File: src/design/mac_stat_pkg.sv
// Purpose: shared constants for the frame statistics counter block
// Assumes: 32-bit Avalon-MM register window, byte addresses
// Notes:   counter offsets are word aligned, one counter per word
package mac_stat_pkg;
  // ****************************************
  // counter layout
  // ****************************************
  localparam int NUM_CNT          = 16;
  localparam int CNT_W            = 32;
  localparam int ADDR_W           = 7;
  localparam int LEN_W            = 16;
  localparam int THR_W            = 8;
  localparam int IDX_TOO_LONG     = 0;
  localparam int IDX_LONG_ERR     = 1;
  localparam int IDX_TOO_SHORT    = 2;
  localparam int IDX_SHORT_ERR    = 3;
  localparam int IDX_ADDR_DISCARD = 4;
  localparam int IDX_QOS_DROP     = 5;
  localparam int IDX_GOOD_BYTE    = 6;
  localparam int IDX_START_OVR    = 7;
  localparam int IDX_MIDDLE_OVR   = 8;
  localparam int IDX_BUFFER_OVR   = 9;
  localparam int IDX_TX_GOOD      = 10;
  localparam int IDX_TX_BCAST     = 11;
  localparam int IDX_TX_MCAST     = 12;
  localparam int IDX_TX_PAUSE     = 13;
  localparam int IDX_TX_WAIT      = 14;
  localparam int IDX_FRAME64      = 15;

  // ****************************************
  // register offsets (byte addresses)
  // ****************************************
  localparam logic [ADDR_W-1:0] OFS_CNT_BASE  = 7'h00;
  localparam logic [ADDR_W-1:0] OFS_CONTROL   = 7'h40;
  localparam logic [ADDR_W-1:0] OFS_LEN_LIMIT = 7'h44;
  localparam logic [ADDR_W-1:0] OFS_STATUS    = 7'h48;

  // ****************************************
  // control and status fields
  // ****************************************
  localparam int CTL_MII_ENABLE   = 0;
  localparam int CTL_STAT_INT_EN  = 1;
  localparam int CTL_FULL_DUPLEX  = 2;
  localparam int CTL_QOS_ENABLE   = 3;
  localparam int STS_PENDING      = 0;
  localparam int STS_CLEARING     = 1;

  // ****************************************
  // reset values and frame figures
  // ****************************************
  localparam logic [LEN_W-1:0] LEN_LIMIT_RESET = 16'h05EE;
  localparam logic [LEN_W-1:0] MIN_FRAME_LEN   = 16'h0040;
  localparam logic [5:0]       CLEAR_CYCLES    = 6'h26;
  localparam logic [47:0]      BCAST_ADDR      = 48'hFFFFFFFFFFFF;
  localparam int               MCAST_BIT       = 40;
  localparam logic [CNT_W-1:0] HALF_SCALE      = 32'h80000000;
endpackage

File: src/design/mac_frame_statistics_counters.sv
// Purpose: classify finished rx/tx frames and keep 32-bit statistics counters
// Assumes: frame outcome inputs are one-cycle pulses with qualifiers valid alongside
// Notes:   counters are reached over Avalon-MM with waitrequest
//
// Function
// [RULE1] count accepted error-free rx frames longer than the length limit
// [RULE2] count accepted errored rx frames longer than the length limit
// [RULE3] count accepted error-free rx data frames shorter than 64 bytes
// [RULE4] count errored short rx data frames, any address, not flow collisions
// [RULE5] count error-free rx data frames discarded by address filtering
// [RULE6] count good rx frames dropped by qos when threshold >= free buffers
// [RULE7] add byte length of every good rx frame to the octet counter
// [RULE8] count accepted rx frames lost at start for fifo or buffer shortage
// [RULE9] count accepted rx frames lost mid-frame after a clean start
// [RULE10] count accepted rx frames lost because head descriptor was zero
// [RULE11] overrun counts are independent of every other discard class
// [RULE12] count tx frames without late/excess collision, carrier loss, underrun
// [RULE13] count good tx frames sent to the all-ones broadcast address
// [RULE14] count good tx frames sent to other multicast addresses
// [RULE15] count only hardware generated pause frames, never software ones
// [RULE16] generate pause frames only in full duplex
// [RULE17] hardware pause frames also count as multicast and 64-byte frames
// [RULE18] count tx frames that deferred then sent with no collision or fault
// [RULE19] writes subtract saturating at zero with mii enable, else load
// [RULE20] when enabled, flag pending while any counter is at half scale or more
// [RULE21] counters are 32 bits and wrap from all ones to zero
// [RULE22] all counters clear a fixed 38 clocks after reset rises
// [RULE23] classify once when the outcome is final, add one or byte count
//
// Local design decisions: the placing of the registers and the Avalon-MM slave port.
`timescale 1ns/1ps
module mac_frame_statistics_counters (
  // clock and reset
  input  wire logic                                clk_i,
  input  wire logic                                srst_i,
  // avalon-mm slave
  input  wire logic [mac_stat_pkg::ADDR_W-1:0]     address_i,
  input  wire logic                                read_i,
  input  wire logic                                write_i,
  input  wire logic [3:0]                          byteenable_i,
  input  wire logic [mac_stat_pkg::CNT_W-1:0]      writedata_i,
  output logic      [mac_stat_pkg::CNT_W-1:0]      readdata_o,
  output logic                                     waitrequest_o,
  // receive outcome
  input  wire logic                                rx_done_i,
  input  wire logic [mac_stat_pkg::LEN_W-1:0]      rx_len_i,
  input  wire logic                                rx_addr_match_i,
  input  wire logic                                rx_control_frame_i,
  input  wire logic                                rx_crc_err_i,
  input  wire logic                                rx_align_err_i,
  input  wire logic                                rx_code_err_i,
  input  wire logic                                rx_flow_collision_i,
  input  wire logic                                rx_start_overrun_i,
  input  wire logic                                rx_middle_overrun_i,
  input  wire logic                                rx_buffer_overrun_i,
  input  wire logic [mac_stat_pkg::THR_W-1:0]      rx_channel_flow_threshold_i,
  input  wire logic [mac_stat_pkg::THR_W-1:0]      rx_channel_free_buffers_i,
  // transmit outcome
  input  wire logic                                tx_done_i,
  input  wire logic [mac_stat_pkg::LEN_W-1:0]      tx_len_i,
  input  wire logic [47:0]                         tx_dest_addr_i,
  input  wire logic                                tx_late_coll_i,
  input  wire logic                                tx_excess_coll_i,
  input  wire logic                                tx_carrier_loss_i,
  input  wire logic                                tx_underrun_i,
  input  wire logic [4:0]                          tx_coll_count_i,
  input  wire logic                                tx_deferred_i,
  input  wire logic                                tx_hw_pause_i,
  // status toward the mac
  output logic                                     tx_pause_allowed_o,
  output logic                                     statistics_interrupt_pending_o
);
  // ****************************************
  // state
  // ****************************************
  typedef struct packed {
    logic [mac_stat_pkg::NUM_CNT-1:0][mac_stat_pkg::CNT_W-1:0] cnt;
    logic                                 mii_enable;
    logic                                 stat_int_en;
    logic                                 full_duplex;
    logic                                 rx_qos_enable;
    logic [mac_stat_pkg::LEN_W-1:0]       rx_length_limit;
    logic                                 pending;
    logic [5:0]                           clr_cnt;
    logic                                 rst_seen;
    logic                                 waitreq;
    logic [mac_stat_pkg::CNT_W-1:0]       rdata;
  } state_t;

  state_t state;
  state_t next_state;

  // ****************************************
  // frame classification
  // ****************************************
  logic                                                      rx_err;
  logic                                                      rx_over;
  logic                                                      rx_short;
  logic                                                      rx_good;
  logic                                                      tx_ok;
  logic                                                      pause_ev;
  logic                                                      clearing;
  logic                                                      commit;
  logic [mac_stat_pkg::NUM_CNT-1:0][mac_stat_pkg::CNT_W-1:0] amt;

  assign rx_err   = rx_crc_err_i | rx_align_err_i | rx_code_err_i;
  assign rx_over  = rx_len_i > state.rx_length_limit;
  assign rx_short = rx_len_i < mac_stat_pkg::MIN_FRAME_LEN;
  assign rx_good  = rx_done_i & rx_addr_match_i & !rx_short & !rx_over & !rx_err;
  assign tx_ok    = tx_done_i & !tx_late_coll_i & !tx_excess_coll_i
                  & !tx_carrier_loss_i & !tx_underrun_i; // [RULE12]
  // pause only originates from the mac in full duplex, software ones excluded
  assign pause_ev = tx_done_i & tx_hw_pause_i & state.full_duplex; // [RULE15] [RULE16]
  assign clearing = state.clr_cnt != 6'h00;
  assign commit   = write_i & !state.waitreq;

  always_comb begin
    amt = '0;
    // every term is gated by a done pulse, so a frame is judged once [RULE23]
    amt[mac_stat_pkg::IDX_TOO_LONG] = {31'h0, rx_done_i & rx_addr_match_i
                                       & rx_over & !rx_err}; // [RULE1]
    amt[mac_stat_pkg::IDX_LONG_ERR] = {31'h0, rx_done_i & rx_addr_match_i
                                       & rx_over & rx_err}; // [RULE2]
    amt[mac_stat_pkg::IDX_TOO_SHORT] = {31'h0, rx_done_i & rx_addr_match_i
                                        & !rx_control_frame_i & rx_short & !rx_err}; // [RULE3]
    amt[mac_stat_pkg::IDX_SHORT_ERR] = {31'h0, rx_done_i & !rx_control_frame_i & rx_short
                                        & rx_err & !rx_flow_collision_i}; // [RULE4]
    amt[mac_stat_pkg::IDX_ADDR_DISCARD] = {31'h0, rx_done_i & !rx_addr_match_i
                                           & !rx_control_frame_i & !rx_err}; // [RULE5]
    amt[mac_stat_pkg::IDX_QOS_DROP] = {31'h0, rx_good & state.rx_qos_enable
                                       & (rx_channel_flow_threshold_i
                                          >= rx_channel_free_buffers_i)}; // [RULE6]
    amt[mac_stat_pkg::IDX_GOOD_BYTE] = rx_good ? {16'h0000, rx_len_i} : 32'h00000000; // [RULE7]
    // overruns look at nothing but acceptance and the overrun cause [RULE11]
    amt[mac_stat_pkg::IDX_START_OVR] = {31'h0, rx_done_i & rx_addr_match_i
                                        & rx_start_overrun_i}; // [RULE8]
    amt[mac_stat_pkg::IDX_MIDDLE_OVR] = {31'h0, rx_done_i & rx_addr_match_i
                                         & rx_middle_overrun_i & !rx_start_overrun_i}; // [RULE9]
    amt[mac_stat_pkg::IDX_BUFFER_OVR] = {31'h0, rx_done_i & rx_addr_match_i
                                         & rx_buffer_overrun_i}; // [RULE10]
    amt[mac_stat_pkg::IDX_TX_GOOD] = {31'h0, tx_ok}; // [RULE12]
    amt[mac_stat_pkg::IDX_TX_BCAST] = {31'h0, tx_ok & !pause_ev
                                       & (tx_dest_addr_i == mac_stat_pkg::BCAST_ADDR)}; // [RULE13]
    amt[mac_stat_pkg::IDX_TX_MCAST] = {31'h0, pause_ev | (tx_ok
                                       & tx_dest_addr_i[mac_stat_pkg::MCAST_BIT]
                                       & (tx_dest_addr_i != mac_stat_pkg::BCAST_ADDR))}; // [RULE14] [RULE17]
    amt[mac_stat_pkg::IDX_TX_PAUSE] = {31'h0, pause_ev}; // [RULE15]
    amt[mac_stat_pkg::IDX_TX_WAIT] = {31'h0, tx_done_i & tx_deferred_i
                                      & (tx_coll_count_i == 5'h00) & !tx_late_coll_i
                                      & !tx_excess_coll_i & !tx_carrier_loss_i
                                      & !tx_underrun_i}; // [RULE18]
    // rx and tx may both finish a 64-byte frame in one cycle
    amt[mac_stat_pkg::IDX_FRAME64] = {30'h0,
      ({1'b0, rx_done_i & rx_addr_match_i & (rx_len_i == mac_stat_pkg::MIN_FRAME_LEN)}
       + {1'b0, pause_ev | (tx_ok & (tx_len_i == mac_stat_pkg::MIN_FRAME_LEN))})}; // [RULE17]
  end

  // ****************************************
  // next state
  // ****************************************
  always_comb begin
    logic [mac_stat_pkg::CNT_W-1:0] base;
    logic                           hit;
    logic                           any_half;
    base       = '0;
    hit        = 1'b0;
    any_half   = 1'b0;
    next_state = state;

    // bus handshake: one wait cycle, then the access completes
    next_state.waitreq = 1'b1;
    if ((read_i | write_i) && state.waitreq && !clearing && !srst_i) begin
      next_state.waitreq = 1'b0;
      next_state.rdata   = 32'h00000000;
      if (address_i < mac_stat_pkg::OFS_CONTROL) begin
        next_state.rdata = state.cnt[address_i[5:2]];
      end else if (address_i == mac_stat_pkg::OFS_CONTROL) begin
        next_state.rdata[mac_stat_pkg::CTL_MII_ENABLE]  = state.mii_enable;
        next_state.rdata[mac_stat_pkg::CTL_STAT_INT_EN] = state.stat_int_en;
        next_state.rdata[mac_stat_pkg::CTL_FULL_DUPLEX] = state.full_duplex;
        next_state.rdata[mac_stat_pkg::CTL_QOS_ENABLE]  = state.rx_qos_enable;
      end else if (address_i == mac_stat_pkg::OFS_LEN_LIMIT) begin
        next_state.rdata = {16'h0000, state.rx_length_limit};
      end else if (address_i == mac_stat_pkg::OFS_STATUS) begin
        next_state.rdata[mac_stat_pkg::STS_PENDING]  = state.pending;
        next_state.rdata[mac_stat_pkg::STS_CLEARING] = clearing;
      end
    end

    if (commit && byteenable_i == 4'hF) begin
      if (address_i == mac_stat_pkg::OFS_CONTROL) begin
        next_state.mii_enable    = writedata_i[mac_stat_pkg::CTL_MII_ENABLE];
        next_state.stat_int_en   = writedata_i[mac_stat_pkg::CTL_STAT_INT_EN];
        next_state.full_duplex   = writedata_i[mac_stat_pkg::CTL_FULL_DUPLEX];
        next_state.rx_qos_enable = writedata_i[mac_stat_pkg::CTL_QOS_ENABLE];
      end else if (address_i == mac_stat_pkg::OFS_LEN_LIMIT) begin
        next_state.rx_length_limit = writedata_i[mac_stat_pkg::LEN_W-1:0];
      end
    end

    // write result first, event added on top so a same-cycle event is kept
    for (int i = 0; i < mac_stat_pkg::NUM_CNT; i++) begin
      hit  = commit && (byteenable_i == 4'hF) && (address_i < mac_stat_pkg::OFS_CONTROL)
           && (address_i[5:2] == 4'(i)) && (address_i[1:0] == 2'b00);
      base = state.cnt[i];
      if (hit) begin
        if (state.mii_enable) begin
          base = (writedata_i > state.cnt[i]) ? 32'h00000000
                                              : state.cnt[i] - writedata_i; // [RULE19]
        end else begin
          base = writedata_i; // [RULE19]
        end
      end
      next_state.cnt[i] = base + amt[i]; // [RULE21]
      any_half = any_half | (state.cnt[i] >= mac_stat_pkg::HALF_SCALE);
    end

    next_state.pending = state.stat_int_en & any_half & !clearing; // [RULE20]

    // delayed clear, timed from the first cycle reset is seen high
    if (clearing) begin
      next_state.clr_cnt = state.clr_cnt - 6'h01;
    end
    if (state.clr_cnt == 6'h01) begin
      next_state.cnt = '0; // [RULE22]
    end

    if (srst_i) begin
      next_state.rst_seen        = 1'b1;
      next_state.mii_enable      = 1'b0;
      next_state.stat_int_en     = 1'b0;
      next_state.full_duplex     = 1'b0;
      next_state.rx_qos_enable   = 1'b0;
      next_state.rx_length_limit = mac_stat_pkg::LEN_LIMIT_RESET;
      next_state.pending         = 1'b0;
      next_state.waitreq         = 1'b1;
      next_state.rdata           = 32'h00000000;
      // else branch, so an unknown flag at power-up still arms the clear
      if (state.rst_seen) begin
        next_state.rst_seen = 1'b1;
      end else begin
        next_state.clr_cnt = mac_stat_pkg::CLEAR_CYCLES; // [RULE22]
      end
    end else begin
      next_state.rst_seen = 1'b0;
    end
  end

  always_ff @(posedge clk_i) begin
    state <= next_state;
  end

  assign readdata_o                     = state.rdata;
  assign waitrequest_o                  = state.waitreq;
  assign tx_pause_allowed_o             = state.full_duplex; // [RULE16]
  assign statistics_interrupt_pending_o = state.pending;

  logic quiet;
  assign quiet = !commit && !clearing;
endmodule // mac_frame_statistics_counters

File: config.mk
export PLATFORM = sky130hd
export DESIGN_NAME = mac_frame_statistics_counters
export DESIGN_NICKNAME = d
export VERILOG_FILES = /design/src/design/mac_stat_pkg.sv /design/src/design/mac_frame_statistics_counters.sv
export SDC_FILE = /design/constraint.sdc
export NUM_CORES = 2
export LEC_CHECK = 0
export BUFFER_PORTS_ARGS = -buffer_cell sky130_fd_sc_hd__buf_4
export CAP_MARGIN = 20
export CELL_PAD_IN_SITES_DETAIL_PLACEMENT = 1
export CELL_PAD_IN_SITES_GLOBAL_PLACEMENT = 2
export CORE_MARGIN = 2
export CORE_UTILIZATION = 41
export CTS_CLUSTER_DIAMETER = 200
export DETAILED_ROUTE_END_ITERATION = 10
export HOLD_SLACK_MARGIN = 0.02
export PLACE_DENSITY_LB_ADDON = 0.1
export SETUP_SLACK_MARGIN = 0.02
export SYNTH_ARGS = -nofsm -noshare
export SYNTH_HDL_FRONTEND = slang
export SYNTH_SLANG_ARGS = --single-unit
File: constraint.sdc
create_clock -name clk_i -period 12 [get_ports clk_i]
set_input_delay 1.2 -clock clk_i [delete_from_list [all_inputs] [get_ports clk_i]]
set_output_delay 1.2 -clock clk_i [all_outputs]
set_load 0.01 [all_outputs]
-- After elaboration in Yosys (flattened, before gate mapping)
Index checks and enable logic that the tools add are counted.
W data, S select, Z words.
- add/subtract/negate cells: 34
- multiply operators: 0
- div/mod/pow operators: 0
- order comparisons: 37
- equal/unequal tests: 24
- shift operators: 0
- muxes and demuxes: 62
- bitwise logic cells: 65
- reductions and logical operators: 58
- operators by type and width (operator ; number):
    $mux W32 ; 50
    $ge A32 B32 Y1 const B ; 16
    $gt A32 B32 Y1 ; 16
    $sub A32 B32 Y32 ; 16
    $add A32 B1 Y32 ; 14
    $bmux W32 S4 ; 1
    $eq A48 B48 Y1 const B ; 1
    $ne A48 B48 Y1 const B ; 1
    $and A1 B1 Y1 ; 44
    $logic_and A1 B1 Y1 ; 37
    $eq A4 B4 Y1 const B ; 9
    $mux W33 ; 1
    $add A32 B16 Y32 ; 1
    $add A32 B2 Y32 ; 1
    $eq A16 B7 Y1 const B ; 2
    $mux W28 ; 1
    $eq A7 B7 Y1 const B ; 3
    $or A1 B1 Y1 ; 20
    $mux W6 ; 3
    $eq A4 B3 Y1 const B ; 4
    $gt A16 B16 Y1 ; 1
    $lt A16 B7 Y1 const B ; 1
    $mux W16 ; 1
    $logic_not A1 Y1 ; 15
    19 further kinds ; 21
- bits in registers: 573
- bits in latches: 0
- bits in writable memories: 0
- bits in read-only memories: 0
- input bits: 165
- output and inout port bits: 35
- logic and storage cells: 306
- memories kept: 0

-- Depth between registers and ports, before layout
- word-level depth: 18
- mapped depth: 30
- mapped depth without buffers: 29

-- Worst setup path before layout
Ideal clock, no wire load.
- path kind: input-to-reg
- from: input port writedata_i[1] (netlist name)
- to: register state[283] (netlist name)
- setup time: 0.070 ns
- data arrival time: 7.037 ns
- data required time: 11.930 ns
- path slack: 4.893 ns
- stages: 26
- buffers on the path: 1
- cells stage by stage: inv_1 > fa_1 > a21o_1 > a21oi_1 > o21a_1 > nor4_1 > a21oi_1 > o21ai_0 > clkbuf_1 > nand2b_1 > a31oi_1 > ha_1 > inv_1 > fa_1 > nor2b_1 > o21a_1 > o21ai_0 > a21oi_1 > a31oi_1 > o21ai_0 > a221o_1 > nand2b_1 > nor4_1 > nand4_1 > or2_2 > a21oi_1
- cells in the longest elaborated chain, start to end: 5
- elaborated cells on any way between the ends: 6
- those cells by class: add/sub: 2; order compare: 1; mux: 3
- ends and longest elaborated chain (element ; line ; RTL):
    start, declared ; mac_frame_statistics_counters.sv:41 ; input wire logic [mac_stat_pkg::CNT_W-1:0] writedata_i,
    $sub A32 B32 Y32 / $gt A32 B32 Y1 (equally long branches) ; mac_frame_statistics_counters.sv:209, mac_frame_statistics_counters.sv:208 ;
    $mux W32 ; mac_frame_statistics_counters.sv:208 ; base = (writedata_i > state.cnt[i]) ? 32'h00000000
    $mux W32 (*) ; mac_frame_statistics_counters.sv:207 ; if (state.mii_enable) begin
    $mux W32 (*) ; mac_frame_statistics_counters.sv:206 ; if (hit) begin
    $add A32 B16 Y32 (*) ; mac_frame_statistics_counters.sv:214 ; next_state.cnt[i] = base + amt[i];
    end signal, assigned ; mac_frame_statistics_counters.sv:250 ; state <= next_state;
    end, declared ; mac_frame_statistics_counters.sv:90 ; state_t state;
Mark *: on every way between the ends. The rest lies on a longest branch, timed or not.
A chain may end at the register's enable or synchronous reset.

-- Worst setup path after layout
- from: input port writedata_i[7] (netlist name)
- to: register state[282] (netlist name)
The elaborated chain is that of the path after synthesis.

==> impl_metrics.csv <==
group,metric,value,unit
route,wl_met3,44.93,mm
route,first_iter_violations,9691,
global_route,grt_pass1_vias,79480,
setup_path,crit_path_end_kind,"flip-flop",
layout,final_common_cell,"nor2_1",
setup_path,worstPathMaxFanout,20,
synth,ys.warnings.count,0,
timing,min_period,7.471,ns
placed_design,dp_hpwl,318.1,mm
layout,synthToLayoutAreaGrowth,10.71,%
floorplan,io_pins,200,
synth,netlist_area,0.07002,sq mm
layout,nets,10470,
setup_path,ff2ff_path_depth,29,
setup_path,worstSetupStartpointType,"input pin",
min_path,worstHoldEndpoint,"statistics_interrupt_pending_o$_SDFF_PP0_",
synth,yosysUniqueCellTypes,107,
timing,hold_violations,0,
floorplan,core,0.1695,sq mm
setup_path,crit_type,"input pin to flip-flop",
clock_network,cts-root-buf,"clkbuf_16",
synth,synth_area_leader_cell,"dfxtp_1",
clock_network,postCtsSetupRepairBufs,0,
timing,worst_slew_pin_slew,1.528,ns
layout,drive_gt1_share,9.822,%
outcome,violations,"max-slew violations",
outcome,outcome,"complete, but fails checks",
power,peakVddDrop,0.09038,mV
timing,fin_tns_setup,0,ns
route,wl_met1,162.6,mm
setup_path,r2r-start,"state[49]$_SDFFE_PP1P_",
clock_network,numClockSinks,573,
route,firstDrtPassIters,5,
clock_network,cts_buffers,81,
synth,synth_nets,10400,
clock_network,clk-insertion-delay-late,0.76,ns
global_route,grt_overflow,0,
synth,ys_seq_area_share,16.38,%
global_route,grt_usage,46.01,%
power,p_total,6814,uW
layout,fillers,21210,
layout,final_core_utilization,45.74,%
synth,synth_area_leaders,"dfxtp_1 (16%), ha_1 (10%), a21oi_1 (6.8%)",
route,avgViaCountPerCell,6.951,
clock_network,postCtsHoldBufs,0,
floorplan,dieArea,0.1741,sq mm
timing,drv_slew,1,
setup_path,r2r_end,"state[283]$_SDFF_PP0_",
route,route.antenna.remaining_nets,0,
synth,synth_edf_count,0,
synth,yosys.area.top_type_share,16.38,%
clock_network,cts_tree,"built",
floorplan,start_util,41.32,%
synth,avgSynthCellArea,7.271,sq um
route,avgRoutedWirePerCell,34.55,microns
power,power.density,87.90,mW/mm^2
setup_path,critPathRequiredTime,12.59,ns
synth,synth.ff_latch_count,573,
floorplan,die_y,417.3,microns
layout,mostFrequentLayoutCells,"nor2_1 (1150), a21oi_1 (954), nand2_1 (924)",
route,topRoutingLayerUsed,"met5",
route,wl,415.6,mm
run,cap_violations,0,
min_path,hp-class,"flip-flop to flip-flop",
placed_design,place_congestion,1.035,
route,drc,0,
synth,synthArstFlopShare,0,%
global_route,grt_pass1_wl,582.2,mm
timing,max_freq,133.9,MHz
min_path,hp-start,"state[59]$_SDFFE_PP0P_",
synth,synth_flop_cell,"dfxtp_1",
synth,synthCells,9631,
route,num_vias,83610,
timing,max_slew_margin,-1.900,%
timing,fin_skew,0.04217,ns
power,power.leakage,0.03152,uW
placed_design,portBuffers,199,
floorplan,rows,151,
min_path,hold_depth,2,
clock_network,h-tree-depth,3,
setup_path,ff2ff_setup_slack,5.01,ns
timing,setup_viol,0,
timing,rsz0062_at_grt,"no",
setup_path,cp.arrival,8.06,ns
clock_network,cts_buffer_depth,3,
floorplan,die_x,417.3,microns
global_route,antenna_found_initial,84,
clock_network,cts_resized,0,
clock_network,clk_pin_slew,0.06,ns
global_route,grt_max_degree,77,
route,wl_met2,169.4,mm
timing,finalCritPeriodShare,62.26,%
## metrics by stage
| step | worst slack [ns] | hold slack [ns] | instances | instance area, sq um |
|---|---|---|---|---|
| after floorplan | 4.893 | 0.4269 | 9631 | 70020 |
| after global placement | 4.174 | 0.4496 | 11830 | 74410 |
| after detailed placement | 3.966 | 0.4640 | 11840 | 74450 |
| after CTS | 4.713 | 0.4715 | 11980 | 77370 |
| after global routing | 4.150 | 0.4923 | 11990 | 77410 |
| final | 4.529 | 0.4805 | 12030 | 77520 |
## kinds of logic after synthesis
group / synth area share (%)
muxes: 6.189
and+or+nand+nor: 24.87
buffers and inverters: 3.968
adders and majority gates: 10.95
xor gates and xnor gates: 8.768
DFF: 16.38
AOI/OAI and AO/OA: 28.87
## layer usage
metal	up-vias	global-route usage (%)
li1	36010	-
met1	41530	58.79
met2	4799	66.90
met3	1244	10.10
met4	36	35.85
met5	-	0
## power by group
group / switching (uW) / internal [uW]
clock network: 1110 / 1670
registers: 136 / 1980
logic: 1270 / 652
## synth_stat cells, types with 34 or more instances
| library cell | count |
|---|---|
| xor2_1 | 315 |
| a21oi_1 | 955 |
| o21a_1 | 141 |
| a31o_2 | 43 |
| or2_2 | 46 |
| nand2_1 | 927 |
| nor2b_1 | 80 |
| o22ai_1 | 40 |
| and3_1 | 104 |
| o21bai_1 | 58 |
| clkbuf_1 | 350 |
| and2_1 | 128 |
| nor4_1 | 90 |
| inv_1 | 247 |
| a221oi_1 | 44 |
| xnor2_1 | 386 |
| o31a_1 | 48 |
| o21ai_0 | 768 |
| a21o_1 | 244 |
| nand2b_1 | 85 |
| a211o_1 | 47 |
| nor3_1 | 279 |
| mux2i_1 | 55 |
| or3_1 | 84 |
| buf_4 | 34 |
| ha_1 | 584 |
| o31ai_1 | 68 |
| a211oi_1 | 102 |
| o211ai_1 | 128 |
| nand3_1 | 246 |
| mux4_2 | 160 |
| nor2_1 | 1163 |
| dfxtp_1 | 573 |
| a21boi_0 | 38 |
| a31oi_1 | 139 |
| nand4_1 | 176 |
## flip-flops by register name, indices dropped and copies added, names as in the netlist
register                        cells
readdata_o                         32
state                             538
statistics_interrupt_pending_o      1
tx_pause_allowed_o                  1
waitrequest_o                       1
## how the worst max path moves through the flow
stage | startpoint | to | slack [ns] | depth (start not counted)
5_1_grt | writedata_i[1] | state[283]$_SDFF_PP0_ | 4.15 | 27
2_1_floorplan | writedata_i[1] | state[283]$_SDFF_PP0_ | 4.89 | 26
3_5_place_dp | writedata_i[1] | state[282]$_SDFF_PP0_ | 3.97 | 25
4_1_cts | writedata_i[1] | state[282]$_SDFF_PP0_ | 4.71 | 25
6_report | writedata_i[7] | state[282]$_SDFF_PP0_ | 4.53 | 24
3_3_place_gp | writedata_i[1] | state[282]$_SDFF_PP0_ | 4.17 | 25
## worst max-delay path, cell delays in order
cell	delay [ns]
buf_4	0.13
inv_1	0.78
buf_4	0.53
ha_1	0.30
nor3_1	0.08
o21a_1	0.18
nor4_1	0.42
a21oi_1	0.18
o21ai_2	0.35
buf_4	0.36
a31oi_1	0.13
o21ai_0	0.27
ha_1	0.27
o21a_1	0.14
o21ai_0	0.09
o21ai_0	0.26
o2111ai_1	0.20
a31oi_1	0.38
nand3_1	0.15
a21oi_1	0.47
or4b_1	0.56
and3b_1	0.37
a31o_2	0.19
a21oi_1	0.06
## final cells by class
class | count | area (sq um) | share of cell area, %
diodes | 47 | 117.6 | 0.1517
clock buffers | 109 | 2377 | 3.067
clock inverters | 35 | 544.3 | 0.7021
inverters | 250 | 938.4 | 1.210
multi-input cells | 8362 | 55970 | 72.20
flip-flops and latches | 573 | 11470 | 14.80
well taps | 2218 | 2775 | 3.580
repair buffers | 435 | 3321 | 4.284
Power figures use the tool's default switching activity.
